===== config.mk =====
export PLATFORM = sky130hd
export DESIGN_NAME = rivp_top
export DESIGN_NICKNAME = d
export VERILOG_FILES = /design/src/shared/rivp_pkg.sv /design/src/core/rivp_prio.sv /design/src/core/rivp_unlock.sv /design/src/core/rivp_top.sv
export SDC_FILE = /design/constraint.sdc
export NUM_CORES = 1
export LEC_CHECK = 0
export BUFFER_PORTS_ARGS = -buffer_cell sky130_fd_sc_hd__buf_2
export CAP_MARGIN = 0
export CORE_MARGIN = 2
export CORE_UTILIZATION = 50
export CTS_CLUSTER_DIAMETER = 200
export DETAILED_ROUTE_END_ITERATION = 10
export HOLD_SLACK_MARGIN = 0.15
export PLACE_DENSITY = 0.84
export SYNTH_ARGS = -nofsm -noshare
export SYNTH_HDL_FRONTEND = slang
export SYNTH_SLANG_ARGS = --single-unit

===== constraint.sdc =====
create_clock -name mclk -period 3.2 [get_ports mclk]
set_input_delay 0.16 -clock mclk [delete_from_list [all_inputs] [get_ports mclk]]
set_output_delay 0.16 -clock mclk [all_outputs]
set_load 0.01 [all_outputs]

===== src/shared/rivp_pkg.sv =====
// rivp_pkg: constants and types for reset and interrupt vector placement
// assumes word-addressed program memory and a 32-bit AXI4-Lite register bus
package rivp_pkg;

    // ------------------------------------------------------------
    // program memory geometry
    // ------------------------------------------------------------
    localparam int ADDR_W = 12;
    localparam int NUM_SRC = 18;
    localparam int IDX_W = 5;
    localparam logic [12:0] FLASH_TOP = 13'h1000;
    localparam logic [12:0] BOOT_MIN_WORDS = 13'h0080;
    localparam logic [1:0] BOOT_SZ_MAX = 2'h3;

    // ------------------------------------------------------------
    // vector slots, relative to the table start
    // ------------------------------------------------------------
    localparam logic [11:0] RESET_VEC = 12'h000;
    localparam logic [11:0] VEC_EXT_IRQ_ZERO = 12'h001;
    localparam logic [11:0] VEC_EXT_IRQ_ONE = 12'h002;
    localparam logic [11:0] VEC_TIMER8B_ASYNC_COMPARE = 12'h003;
    localparam logic [11:0] VEC_TIMER8B_ASYNC_OVERFLOW = 12'h004;
    localparam logic [11:0] VEC_TIMER16_CAPTURE = 12'h005;
    localparam logic [11:0] VEC_TIMER16_COMPARE_A = 12'h006;
    localparam logic [11:0] VEC_TIMER16_COMPARE_B = 12'h007;
    localparam logic [11:0] VEC_TIMER16_OVERFLOW = 12'h008;
    localparam logic [11:0] VEC_TIMER8B_OVERFLOW = 12'h009;
    localparam logic [11:0] VEC_SPI_TRANSFER_DONE = 12'h00a;
    localparam logic [11:0] VEC_SERIAL_RX_DONE = 12'h00b;
    localparam logic [11:0] VEC_SERIAL_TX_EMPTY = 12'h00c;
    localparam logic [11:0] VEC_SERIAL_TX_DONE = 12'h00d;
    localparam logic [11:0] VEC_ADC_DONE = 12'h00e;
    localparam logic [11:0] VEC_NVDATA_READY = 12'h00f;
    localparam logic [11:0] VEC_COMPARATOR = 12'h010;
    localparam logic [11:0] VEC_TWO_WIRE_SERIAL = 12'h011;
    localparam logic [11:0] VEC_SELFPROG_READY = 12'h012;

    // ------------------------------------------------------------
    // fuse encoding and timing
    // ------------------------------------------------------------
    localparam logic FUSE_PROGRAMMED = 1'b0;
    localparam logic [2:0] UNLOCK_CYCLES = 3'h4;
    localparam logic [1:0] FUSE_SETTLE = 2'h2;

    // ------------------------------------------------------------
    // register map and fields
    // ------------------------------------------------------------
    localparam logic [3:0] OFF_CTRL = 4'h0;
    localparam logic [3:0] OFF_STATUS = 4'h4;
    localparam logic [3:0] OFF_MASK = 4'h8;
    localparam logic [3:0] OFF_INFO = 4'hc;
    localparam int CTRL_UNLOCK_BIT = 0;
    localparam int CTRL_SELECT_BIT = 1;
    localparam int EV_W = 3;
    localparam int EV_MOVED = 0;
    localparam int EV_EXPIRED = 1;
    localparam int EV_DISPATCH = 2;
    localparam int INFO_BASE_LSB = 16;
    localparam int INFO_HOLD_BIT = 31;
    localparam logic [1:0] RESP_OKAY = 2'h0;
    localparam logic [1:0] RESP_SLVERR = 2'h2;

    // ------------------------------------------------------------
    // unlock sequencer states
    // ------------------------------------------------------------
    typedef enum logic [2:0] {
        ST_IDLE = 3'b001,
        ST_OPEN = 3'b010,
        ST_HOLD = 3'b100
    } rivp_state_t;

    // boot section start from the boot size fuse code
    function automatic logic [11:0] boot_start(input logic [1:0] sz);
        logic [12:0] words;
        words = BOOT_MIN_WORDS << (BOOT_SZ_MAX - sz);
        return 12'(FLASH_TOP - words);
    endfunction : boot_start

endpackage : rivp_pkg


===== src/core/rivp_prio.sv =====
// rivp_prio: picks the pending source with the lowest vector number
// assumes request lines already on mclk
`timescale 1ns/1ps
`default_nettype none
module rivp_prio #(
    parameter int NSRC = rivp_pkg::NUM_SRC
) (
    input wire logic mclk,
    input wire logic nrst,
    input wire logic [NSRC-1:0] req,
    output logic any,
    output logic [rivp_pkg::IDX_W-1:0] idx
);
    // lowest set bit wins
    function automatic logic [rivp_pkg::IDX_W-1:0] lowest(input logic [NSRC-1:0] r);
        logic [rivp_pkg::IDX_W-1:0] k;
        k = '0;
        for (int i = NSRC - 1; i >= 0; i--) begin
            if (r[i]) begin
                k = rivp_pkg::IDX_W'(i);
            end
        end
        return k;
    endfunction : lowest

    // request summary and winner
    assign any = |req;
    assign idx = lowest(req);
endmodule : rivp_prio
`default_nettype wire


===== src/core/rivp_unlock.sv =====
// rivp_unlock: timed unlock sequence for the vector table select bit
// assumes one write strobe per register write and a cpu instruction-done pulse
`timescale 1ns/1ps
`default_nettype none
module rivp_unlock (
    input wire logic mclk,
    input wire logic nrst,
    input wire logic wr_en,
    input wire logic wr_unlock,
    input wire logic wr_select,
    input wire logic instr_done,
    output logic select_ff,
    output logic unlock_ff,
    output logic holdoff,
    output logic moved,
    output logic expired
);
    rivp_pkg::rivp_state_t state_ff, nxt_state;
    logic [2:0] cnt_ff, nxt_cnt;
    logic nxt_select;
    wire arm = wr_en && wr_unlock;
    wire commit = wr_en && !wr_unlock && (state_ff == rivp_pkg::ST_OPEN);
    wire timeout = (state_ff == rivp_pkg::ST_OPEN) && (cnt_ff == 3'h1);

    // ------------------------------------------------------------
    // sequencer
    // ------------------------------------------------------------
    always_comb begin
        nxt_state = state_ff;
        nxt_cnt = cnt_ff;
        nxt_select = select_ff;
        case (state_ff)
            rivp_pkg::ST_OPEN: begin
                nxt_cnt = cnt_ff - 3'h1;
                if (arm) begin
                    nxt_cnt = rivp_pkg::UNLOCK_CYCLES; // rewrite restarts window
                end else if (commit) begin
                    nxt_select = wr_select;
                    nxt_state = rivp_pkg::ST_HOLD;
                end else if (timeout) begin
                    nxt_state = rivp_pkg::ST_IDLE;
                end
            end
            rivp_pkg::ST_HOLD: begin
                if (arm) begin
                    nxt_state = rivp_pkg::ST_OPEN;
                    nxt_cnt = rivp_pkg::UNLOCK_CYCLES;
                end else if (instr_done) begin
                    nxt_state = rivp_pkg::ST_IDLE;
                end
            end
            default: begin
                if (arm) begin
                    nxt_state = rivp_pkg::ST_OPEN;
                    nxt_cnt = rivp_pkg::UNLOCK_CYCLES;
                end
            end
        endcase
    end

    // state registers
    always_ff @(posedge mclk) begin
        if (!nrst) begin
            state_ff <= rivp_pkg::ST_IDLE;
            cnt_ff <= 3'h0;
            select_ff <= 1'b0;
        end else begin
            state_ff <= nxt_state;
            cnt_ff <= nxt_cnt;
            select_ff <= nxt_select;
        end
    end

    // outputs decoded from state and the current control write
    assign unlock_ff = (state_ff == rivp_pkg::ST_OPEN);
    assign holdoff = (state_ff != rivp_pkg::ST_IDLE) || arm;
    assign moved = commit;
    assign expired = timeout && !arm;
endmodule : rivp_unlock
`default_nettype wire


===== src/core/rivp_top.sv =====
// rivp_top: reset and interrupt vector placement with AXI4-Lite registers
// assumes fuse pins are static straps from outside the mclk domain,
// peripheral request lines and cpu strobes are synchronous to mclk
//
// Function
// - fuse unprogrammed: every reset cause starts at word 0x000
// - nineteen vectors sit in consecutive slots 0x000 to 0x012
// - external request zero at slot 0x001, one at 0x002
// - 16-bit timer capture, compare a, compare b, overflow at 0x005..0x008
// - serial rx done 0x00b, tx empty 0x00c, tx done 0x00d
// - two-wire serial at 0x011, self-programming ready at 0x012
// - fuse programmed: every reset starts at the boot loader start
// - select set: vector equals slot plus boot section start
// - reset address follows only the boot reset and boot size fuses
// - first vector 0x001, or boot start plus 0x001 when selected
// - boot reset fuse reads 1 unprogrammed, 0 programmed
// - undispatched slots stay ordinary program memory for fetch
// - select changes only within four cycles after an unlock write
// - unlock clears four cycles after writing or on select write
// - interrupts held off during the sequence, global flag untouched
// - boot section start comes from the boot size fuses
`timescale 1ns/1ps
`default_nettype none
module rivp_top #(
    parameter int NSRC = rivp_pkg::NUM_SRC
) (
    input wire logic mclk,
    input wire logic nrst,
    input wire logic [3:0] s_axi_awaddr,
    input wire logic s_axi_awvalid,
    output logic s_axi_awready,
    input wire logic [31:0] s_axi_wdata,
    input wire logic [3:0] s_axi_wstrb,
    input wire logic s_axi_wvalid,
    output logic s_axi_wready,
    output logic [1:0] s_axi_bresp,
    output logic s_axi_bvalid,
    input wire logic s_axi_bready,
    input wire logic [3:0] s_axi_araddr,
    input wire logic s_axi_arvalid,
    output logic s_axi_arready,
    output logic [31:0] s_axi_rdata,
    output logic [1:0] s_axi_rresp,
    output logic s_axi_rvalid,
    input wire logic s_axi_rready,
    input wire logic boot_reset_fuse,
    input wire logic [1:0] boot_size_fuses,
    input wire logic [NSRC-1:0] irq_req,
    input wire logic cpu_gie,
    input wire logic cpu_instr_done,
    input wire logic cpu_irq_ack,
    output logic cpu_irq_req,
    output logic [rivp_pkg::ADDR_W-1:0] reset_addr,
    output logic [rivp_pkg::ADDR_W-1:0] vec_addr,
    output logic [rivp_pkg::IDX_W-1:0] vec_num,
    output logic vec_valid,
    output logic irq
);
    localparam int AW = rivp_pkg::ADDR_W;
    localparam int IW = rivp_pkg::IDX_W;
    localparam int EW = rivp_pkg::EV_W;

    // ------------------------------------------------------------
    // fuse synchronisers and capture after reset
    // ------------------------------------------------------------
    logic [2:0] fuse_meta_ff;
    logic [2:0] fuse_sync_ff;
    logic [1:0] settle_ff;
    logic fuse_rst_ff;
    logic [1:0] fuse_sz_ff;
    logic cap_done_ff;

    // two-stage sync of the strap levels
    always_ff @(posedge mclk) begin
        if (!nrst) begin
            fuse_meta_ff <= 3'h7;
            fuse_sync_ff <= 3'h7;
        end else begin
            fuse_meta_ff <= {boot_reset_fuse, boot_size_fuses};
            fuse_sync_ff <= fuse_meta_ff;
        end
    end

    // capture fuses once the synchroniser has filled
    always_ff @(posedge mclk) begin
        if (!nrst) begin
            settle_ff <= 2'h0;
            cap_done_ff <= 1'b0;
            fuse_rst_ff <= 1'b1;
            fuse_sz_ff <= 2'h0;
        end else if (!cap_done_ff) begin
            settle_ff <= settle_ff + 2'h1;
            if (settle_ff == rivp_pkg::FUSE_SETTLE) begin
                cap_done_ff <= 1'b1;
                fuse_rst_ff <= fuse_sync_ff[2];
                fuse_sz_ff <= fuse_sync_ff[1:0];
            end
        end
    end

    // ------------------------------------------------------------
    // placement of reset and vector table
    // ------------------------------------------------------------
    logic select_ff;
    logic unlock_ff;
    logic holdoff;
    logic moved;
    logic expired;
    wire [AW-1:0] boot_addr = rivp_pkg::boot_start(fuse_sz_ff);
    wire fuse_prog = (fuse_rst_ff == rivp_pkg::FUSE_PROGRAMMED);
    wire [AW-1:0] rst_addr_nxt = fuse_prog ? boot_addr : rivp_pkg::RESET_VEC;
    wire [AW-1:0] tbl_base = select_ff ? boot_addr : rivp_pkg::RESET_VEC;

    // reset address register, independent of the select bit
    always_ff @(posedge mclk) begin
        if (!nrst) begin
            reset_addr <= rivp_pkg::RESET_VEC;
        end else begin
            reset_addr <= rst_addr_nxt;
        end
    end

    // ------------------------------------------------------------
    // source arbitration and dispatch
    // ------------------------------------------------------------
    logic src_any;
    logic [IW-1:0] src_idx;

    rivp_prio #(
        .NSRC(NSRC)
    ) u_prio (
        .mclk(mclk),
        .nrst(nrst),
        .req(irq_req),
        .any(src_any),
        .idx(src_idx)
    );

    // slot of source index i is i+1, so the table is one slot per source
    wire [AW-1:0] slot = AW'(src_idx) + rivp_pkg::VEC_EXT_IRQ_ZERO;
    wire [AW-1:0] disp_addr = tbl_base + slot;
    // gie is only read, never driven from here
    assign cpu_irq_req = src_any && cpu_gie && !holdoff && cap_done_ff;
    wire dispatch = cpu_irq_req && cpu_irq_ack;

    // vector handed out only on an accepted interrupt; otherwise fetch is free
    always_ff @(posedge mclk) begin
        if (!nrst) begin
            vec_addr <= rivp_pkg::RESET_VEC;
            vec_num <= '0;
            vec_valid <= 1'b0;
        end else begin
            vec_valid <= dispatch;
            if (dispatch) begin
                vec_addr <= disp_addr;
                vec_num <= src_idx;
            end
        end
    end

    // ------------------------------------------------------------
    // register bus: write path
    // ------------------------------------------------------------
    logic aw_have_ff;
    logic w_have_ff;
    logic [3:0] aw_addr_ff;
    logic [31:0] w_data_ff;
    logic w_lo_ff;
    logic [EW-1:0] status_ff;
    logic [EW-1:0] mask_ff;

    assign s_axi_awready = !aw_have_ff && !s_axi_bvalid;
    assign s_axi_wready = !w_have_ff && !s_axi_bvalid;
    wire do_wr = aw_have_ff && w_have_ff && !s_axi_bvalid;
    wire wr_lo = do_wr && w_lo_ff;

    // write decode
    wire wr_ctrl = wr_lo && (aw_addr_ff == rivp_pkg::OFF_CTRL);
    wire wr_stat = wr_lo && (aw_addr_ff == rivp_pkg::OFF_STATUS);
    wire wr_mask = wr_lo && (aw_addr_ff == rivp_pkg::OFF_MASK);
    wire wr_hit = (aw_addr_ff == rivp_pkg::OFF_CTRL) ||
                  (aw_addr_ff == rivp_pkg::OFF_STATUS) ||
                  (aw_addr_ff == rivp_pkg::OFF_MASK) ||
                  (aw_addr_ff == rivp_pkg::OFF_INFO);

    // address and data capture, in either order
    always_ff @(posedge mclk) begin
        if (!nrst) begin
            aw_have_ff <= 1'b0;
            w_have_ff <= 1'b0;
            aw_addr_ff <= 4'h0;
            w_data_ff <= 32'h0;
            w_lo_ff <= 1'b0;
        end else if (do_wr) begin
            aw_have_ff <= 1'b0;
            w_have_ff <= 1'b0;
        end else begin
            if (s_axi_awvalid && s_axi_awready) begin
                aw_have_ff <= 1'b1;
                aw_addr_ff <= s_axi_awaddr;
            end
            if (s_axi_wvalid && s_axi_wready) begin
                w_have_ff <= 1'b1;
                w_data_ff <= s_axi_wdata;
                w_lo_ff <= s_axi_wstrb[0];
            end
        end
    end

    // write response
    always_ff @(posedge mclk) begin
        if (!nrst) begin
            s_axi_bvalid <= 1'b0;
            s_axi_bresp <= rivp_pkg::RESP_OKAY;
        end else if (do_wr) begin
            s_axi_bvalid <= 1'b1;
            s_axi_bresp <= wr_hit ? rivp_pkg::RESP_OKAY : rivp_pkg::RESP_SLVERR;
        end else if (s_axi_bready) begin
            s_axi_bvalid <= 1'b0;
        end
    end

    // ------------------------------------------------------------
    // select bit and its timed unlock
    // ------------------------------------------------------------
    rivp_unlock u_unlock (
        .mclk(mclk),
        .nrst(nrst),
        .wr_en(wr_ctrl),
        .wr_unlock(w_data_ff[rivp_pkg::CTRL_UNLOCK_BIT]),
        .wr_select(w_data_ff[rivp_pkg::CTRL_SELECT_BIT]),
        .instr_done(cpu_instr_done),
        .select_ff(select_ff),
        .unlock_ff(unlock_ff),
        .holdoff(holdoff),
        .moved(moved),
        .expired(expired)
    );

    // ------------------------------------------------------------
    // event status, mask and interrupt line
    // ------------------------------------------------------------
    wire [EW-1:0] events = {dispatch, expired, moved};
    wire [EW-1:0] clr = wr_stat ? w_data_ff[EW-1:0] : '0;
    // a new event wins over a clear in the same cycle
    wire [EW-1:0] nxt_status = (status_ff & ~clr) | events;

    always_ff @(posedge mclk) begin
        if (!nrst) begin
            status_ff <= '0;
            mask_ff <= '0;
        end else begin
            status_ff <= nxt_status;
            if (wr_mask) begin
                mask_ff <= w_data_ff[EW-1:0];
            end
        end
    end

    assign irq = |(status_ff & mask_ff);

    // ------------------------------------------------------------
    // register bus: read path
    // ------------------------------------------------------------
    wire [31:0] ctrl_rd = {30'h0, select_ff, unlock_ff};
    wire [31:0] info_rd = {holdoff, 3'h0, tbl_base, 4'h0, reset_addr};
    wire rd_hit = (s_axi_araddr == rivp_pkg::OFF_CTRL) ||
                  (s_axi_araddr == rivp_pkg::OFF_STATUS) ||
                  (s_axi_araddr == rivp_pkg::OFF_MASK) ||
                  (s_axi_araddr == rivp_pkg::OFF_INFO);
    logic [31:0] rd_mux;

    // read decode
    always_comb begin
        if (s_axi_araddr == rivp_pkg::OFF_CTRL) begin
            rd_mux = ctrl_rd;
        end else if (s_axi_araddr == rivp_pkg::OFF_STATUS) begin
            rd_mux = 32'(status_ff);
        end else if (s_axi_araddr == rivp_pkg::OFF_MASK) begin
            rd_mux = 32'(mask_ff);
        end else if (s_axi_araddr == rivp_pkg::OFF_INFO) begin
            rd_mux = info_rd;
        end else begin
            rd_mux = 32'h0;
        end
    end

    assign s_axi_arready = !s_axi_rvalid;

    // read data register
    always_ff @(posedge mclk) begin
        if (!nrst) begin
            s_axi_rvalid <= 1'b0;
            s_axi_rdata <= 32'h0;
            s_axi_rresp <= rivp_pkg::RESP_OKAY;
        end else if (s_axi_arvalid && s_axi_arready) begin
            s_axi_rvalid <= 1'b1;
            s_axi_rdata <= rd_mux;
            s_axi_rresp <= rd_hit ? rivp_pkg::RESP_OKAY : rivp_pkg::RESP_SLVERR;
        end else if (s_axi_rready) begin
            s_axi_rvalid <= 1'b0;
        end
    end
endmodule : rivp_top
`default_nettype wire


==> impl_metrics.csv <==
group,metric,value,unit
setup_path,r2r-end,"vec_addr[9]",
setup_path,r2r_setup_slack,0.93,ns
finish,syn_to_final_growth,20.1,%
clock_tree,h-tree-depth,3,
min_path,hold_start,"irq_req[1]",
logic_synthesis,synth_edf_count,0,
logic_synthesis,synth_compound_area_share,14.0,%
finish,layout_commonest_cell,"buf_2",
clock_tree,cts-buffers-inserted,9,
logic_synthesis,muxShareOfSynthArea,4.98,%
clock_tree,cts-root-buf,"clkbuf_8",
routing,ant_nets,0,
logic_synthesis,ys_warn_count,0,
floorplan,core_area,0.00672,mm2
timing,slew_violations,0,
clock_tree,cts.sinks,75,
placement,hpwl,5.17,mm
placement,gp_congestion,0.856,
floorplan,dieWidth,86.7,um
routing,vias,2920,
min_path,holdPathStages,4,
floorplan,fp-row-count,30,
logic_synthesis,synthFlopType,"dfxtp_1",
timing,holdWs,0.195,ns
placement,port-buffer-count,87,
pwr,p_per_area,478,mW/mm2
timing,max_freq,0.441,GHz
routing,drc,0,
logic_synthesis,synthXorXnorAreaFrac,1.79,%
setup_path,critPathRequiredTime,3.46,ns
logic_synthesis,syn_area,0.00342,mm2
clock_tree,clock_path_buffers,2,
job,drv_cap,0,
routing,drt-initial-drc-count,128,
floorplan,dieArea,0.00751,mm2
outcome,status,"finished, final reports clean",
timing,slew_headroom,34.5,%
pwr,p_leak,1.81,nW
timing,rsz0062_at_grt,"no",
global_route,grt.overflow.total,0,
floorplan,pin_count,148,
logic_synthesis,synth_fa_ha_area_share,1.83,%
logic_synthesis,ys_ff_latch,75,
floorplan,initial_utilization,50.8,%
placement,pre_cts_ws,0.953,ns
finish,layout_common_cells,"buf_2, dfxtp_1, nand2_1",
global_route,antenna_found_initial,0,
setup_path,crit_arrival,2.53,ns
timing,fin_skew,0.0100,ns
setup_path,worstSetupStartpointType,"flop",
routing,wire_per_inst,12.9,um
setup_path,crit_type,"flop to flop",
logic_synthesis,synth_cell_types,51,
timing,timing.final.crit_share,70.9,%
min_path,hp-class,"input pin to flop",
routing,dr.pass1.iters,4,
finish,n_antenna_cell,0,
logic_synthesis,synthCells,383,
global_route,grt_pass1_wl,11.5,mm
routing,viasPerCell,5.18,
timing,tns,0,ns
logic_synthesis,synth-async-reset-ratio,0,%
min_path,hold_path_end,"vec_num[1]",
timing,fin_ws,0.932,ns
setup_path,cp_max_fo,19,
timing,worstMarginPinSlew,0.981,ns
finish,drive_gt1_share,23.1,%
routing,wl,7.28,mm
clock_tree,clock_latency,0.34,ns
global_route,grt.total_usage,19.2,%
global_route,grt_max_degree,41,
finish,nets,559,
timing,hold_viol_final,0,
setup_path,critPathCaptureType,"flop",
clock_tree,clkTransAtPathRegs,0.08,ns
timing,setup_viol,0,
setup_path,rr_worst_depth,6,
logic_synthesis,yosys.area_share.simple,23.1,%
global_route,grt_pass1_vias,2619,
timing,post-route-min-period,2.27,ns
setup_path,reg2reg_from,"s_axi_bvalid",
logic_synthesis,synth_area_per_cell,8.92,um2
clock_tree,cts_tree,"built",
pwr,vdd_drop_max,0.170,mV
clock_tree,post_cts_buffers,0,
logic_synthesis,yosysSeqAreaShare,44.0,%
logic_synthesis,synth_top_family_by_area,"simple AND/OR/NAND/NOR gates",
floorplan,die_h,86.7,um
-- how the worst max path moves through the flow --
stage             startpoint           to  slack, ns  cells past startpoint
2_1_floorplan  aw_addr_ff[3]  vec_addr[0]       1.35                      7
3_3_place_gp    s_axi_bvalid  vec_addr[7]       1.04                      6
3_5_place_dp    s_axi_bvalid  vec_addr[9]       0.95                      6
4_1_cts         s_axi_bvalid  vec_addr[9]       0.92                      6
5_1_grt         s_axi_bvalid  vec_addr[9]       0.76                      6
6_report        s_axi_bvalid  vec_addr[9]       0.93                      6
-- critical path, stage by stage, from the launching register on --
cell      delay [ns]
dfxtp_1         0.41
and4bb_1        0.30
nand3_2         0.20
and3_1          0.27
and3_1          0.62
nand3b_1        0.16
a21boi_0        0.22
-- state kept, by name, indices dropped and copies added, names as in the netlist, 2 cells and up --
register,cells
s_axi_rdata,14
vec_addr,11
reset_addr,5
vec_num,5
aw_addr_ff,4
fuse_meta_ff,3
fuse_sync_ff,3
mask_ff,3
status_ff,3
u_unlock.cnt_ff,3
u_unlock.state_ff,3
w_data_ff,3
fuse_sz_ff,2
settle_ff,2
-- metrics by stage --
stage | std cells | area, um2 | utilization (%) | power (mW)
final | 564 | 4100 | 61.1 | 1.96
after global routing | 564 | 4100 | 61.1 | 2.06
after CTS | 564 | 4100 | 61.1 | 1.97
after detailed placement | 533 | 3770 | 56.1 | 1.32
after global placement | 533 | 3770 | 56.1 | 1.31
after floorplan | 410 | 3520 | - | 1.26
-- Yosys cell counts (3+ instances only) --
cell	count	share of area (%)
inv_1	15	1.6
clkbuf_1	14	1.5
and3_1	5	0.92
a21oi_1	20	2.9
nand3_1	3	0.44
nor2_1	35	3.8
dfxtp_1	75	44
mux2i_1	17	5.0
nand2_1	37	4.1
a21boi_0	7	1.5
o21ai_0	10	1.5
and2_1	10	1.8
a22oi_1	8	1.8
buf_4	28	6.2
nor3_1	5	0.73
a311oi_1	3	0.77
xnor2_1	5	1.3
nand2b_1	11	2.0
a32oi_1	3	0.77
ha_1	5	1.8
nor4_1	5	0.92
nor2b_1	22	4.0
-- power by group --
group	total, mW	internal (mW)	switching, mW
Combinational	0.288	0.133	0.156
Clock	0.646	0.321	0.325
Sequential	1.03	0.983	0.0453
-- cell type report --
class                      count  area, um2
multi-input combinational    274       1660
sequential                    75       1500
fill                         558       2620
inverter                      15       56.3
clock buffer                  12        155
tap                           80        100
clock inverter                 4       25.0
timing repair buffer         104        601
-- cells by family (layout without fill, tap and decap cells) --
group                      after synthesis  in the layout
AOI/OAI and AO/OA                       70             70
xor gates and xnor gates                 7              7
adders and majority gates                5              5
buffers and inverters                   61            135
DFF                                     75             75
muxes                                   17             17
other                                    1             28
and+or+nand+nor                        147            147
-- what timing repair did --
item | CTS | global route
hold buffers | 15 | 0
resized for setup | 0 | 0
endpoints found under the hold margin | 15 | 0
-- per-layer routing --
metal	vias to the layer above	wire, um	GRT usage, %
li1	1451	-	-
met2	122	3600	32.9
met5	-	0	0
met4	0	129	8.52
met1	1334	3120	22.8
met3	13	428	4.86
Power figures use the tool's default switching activity.
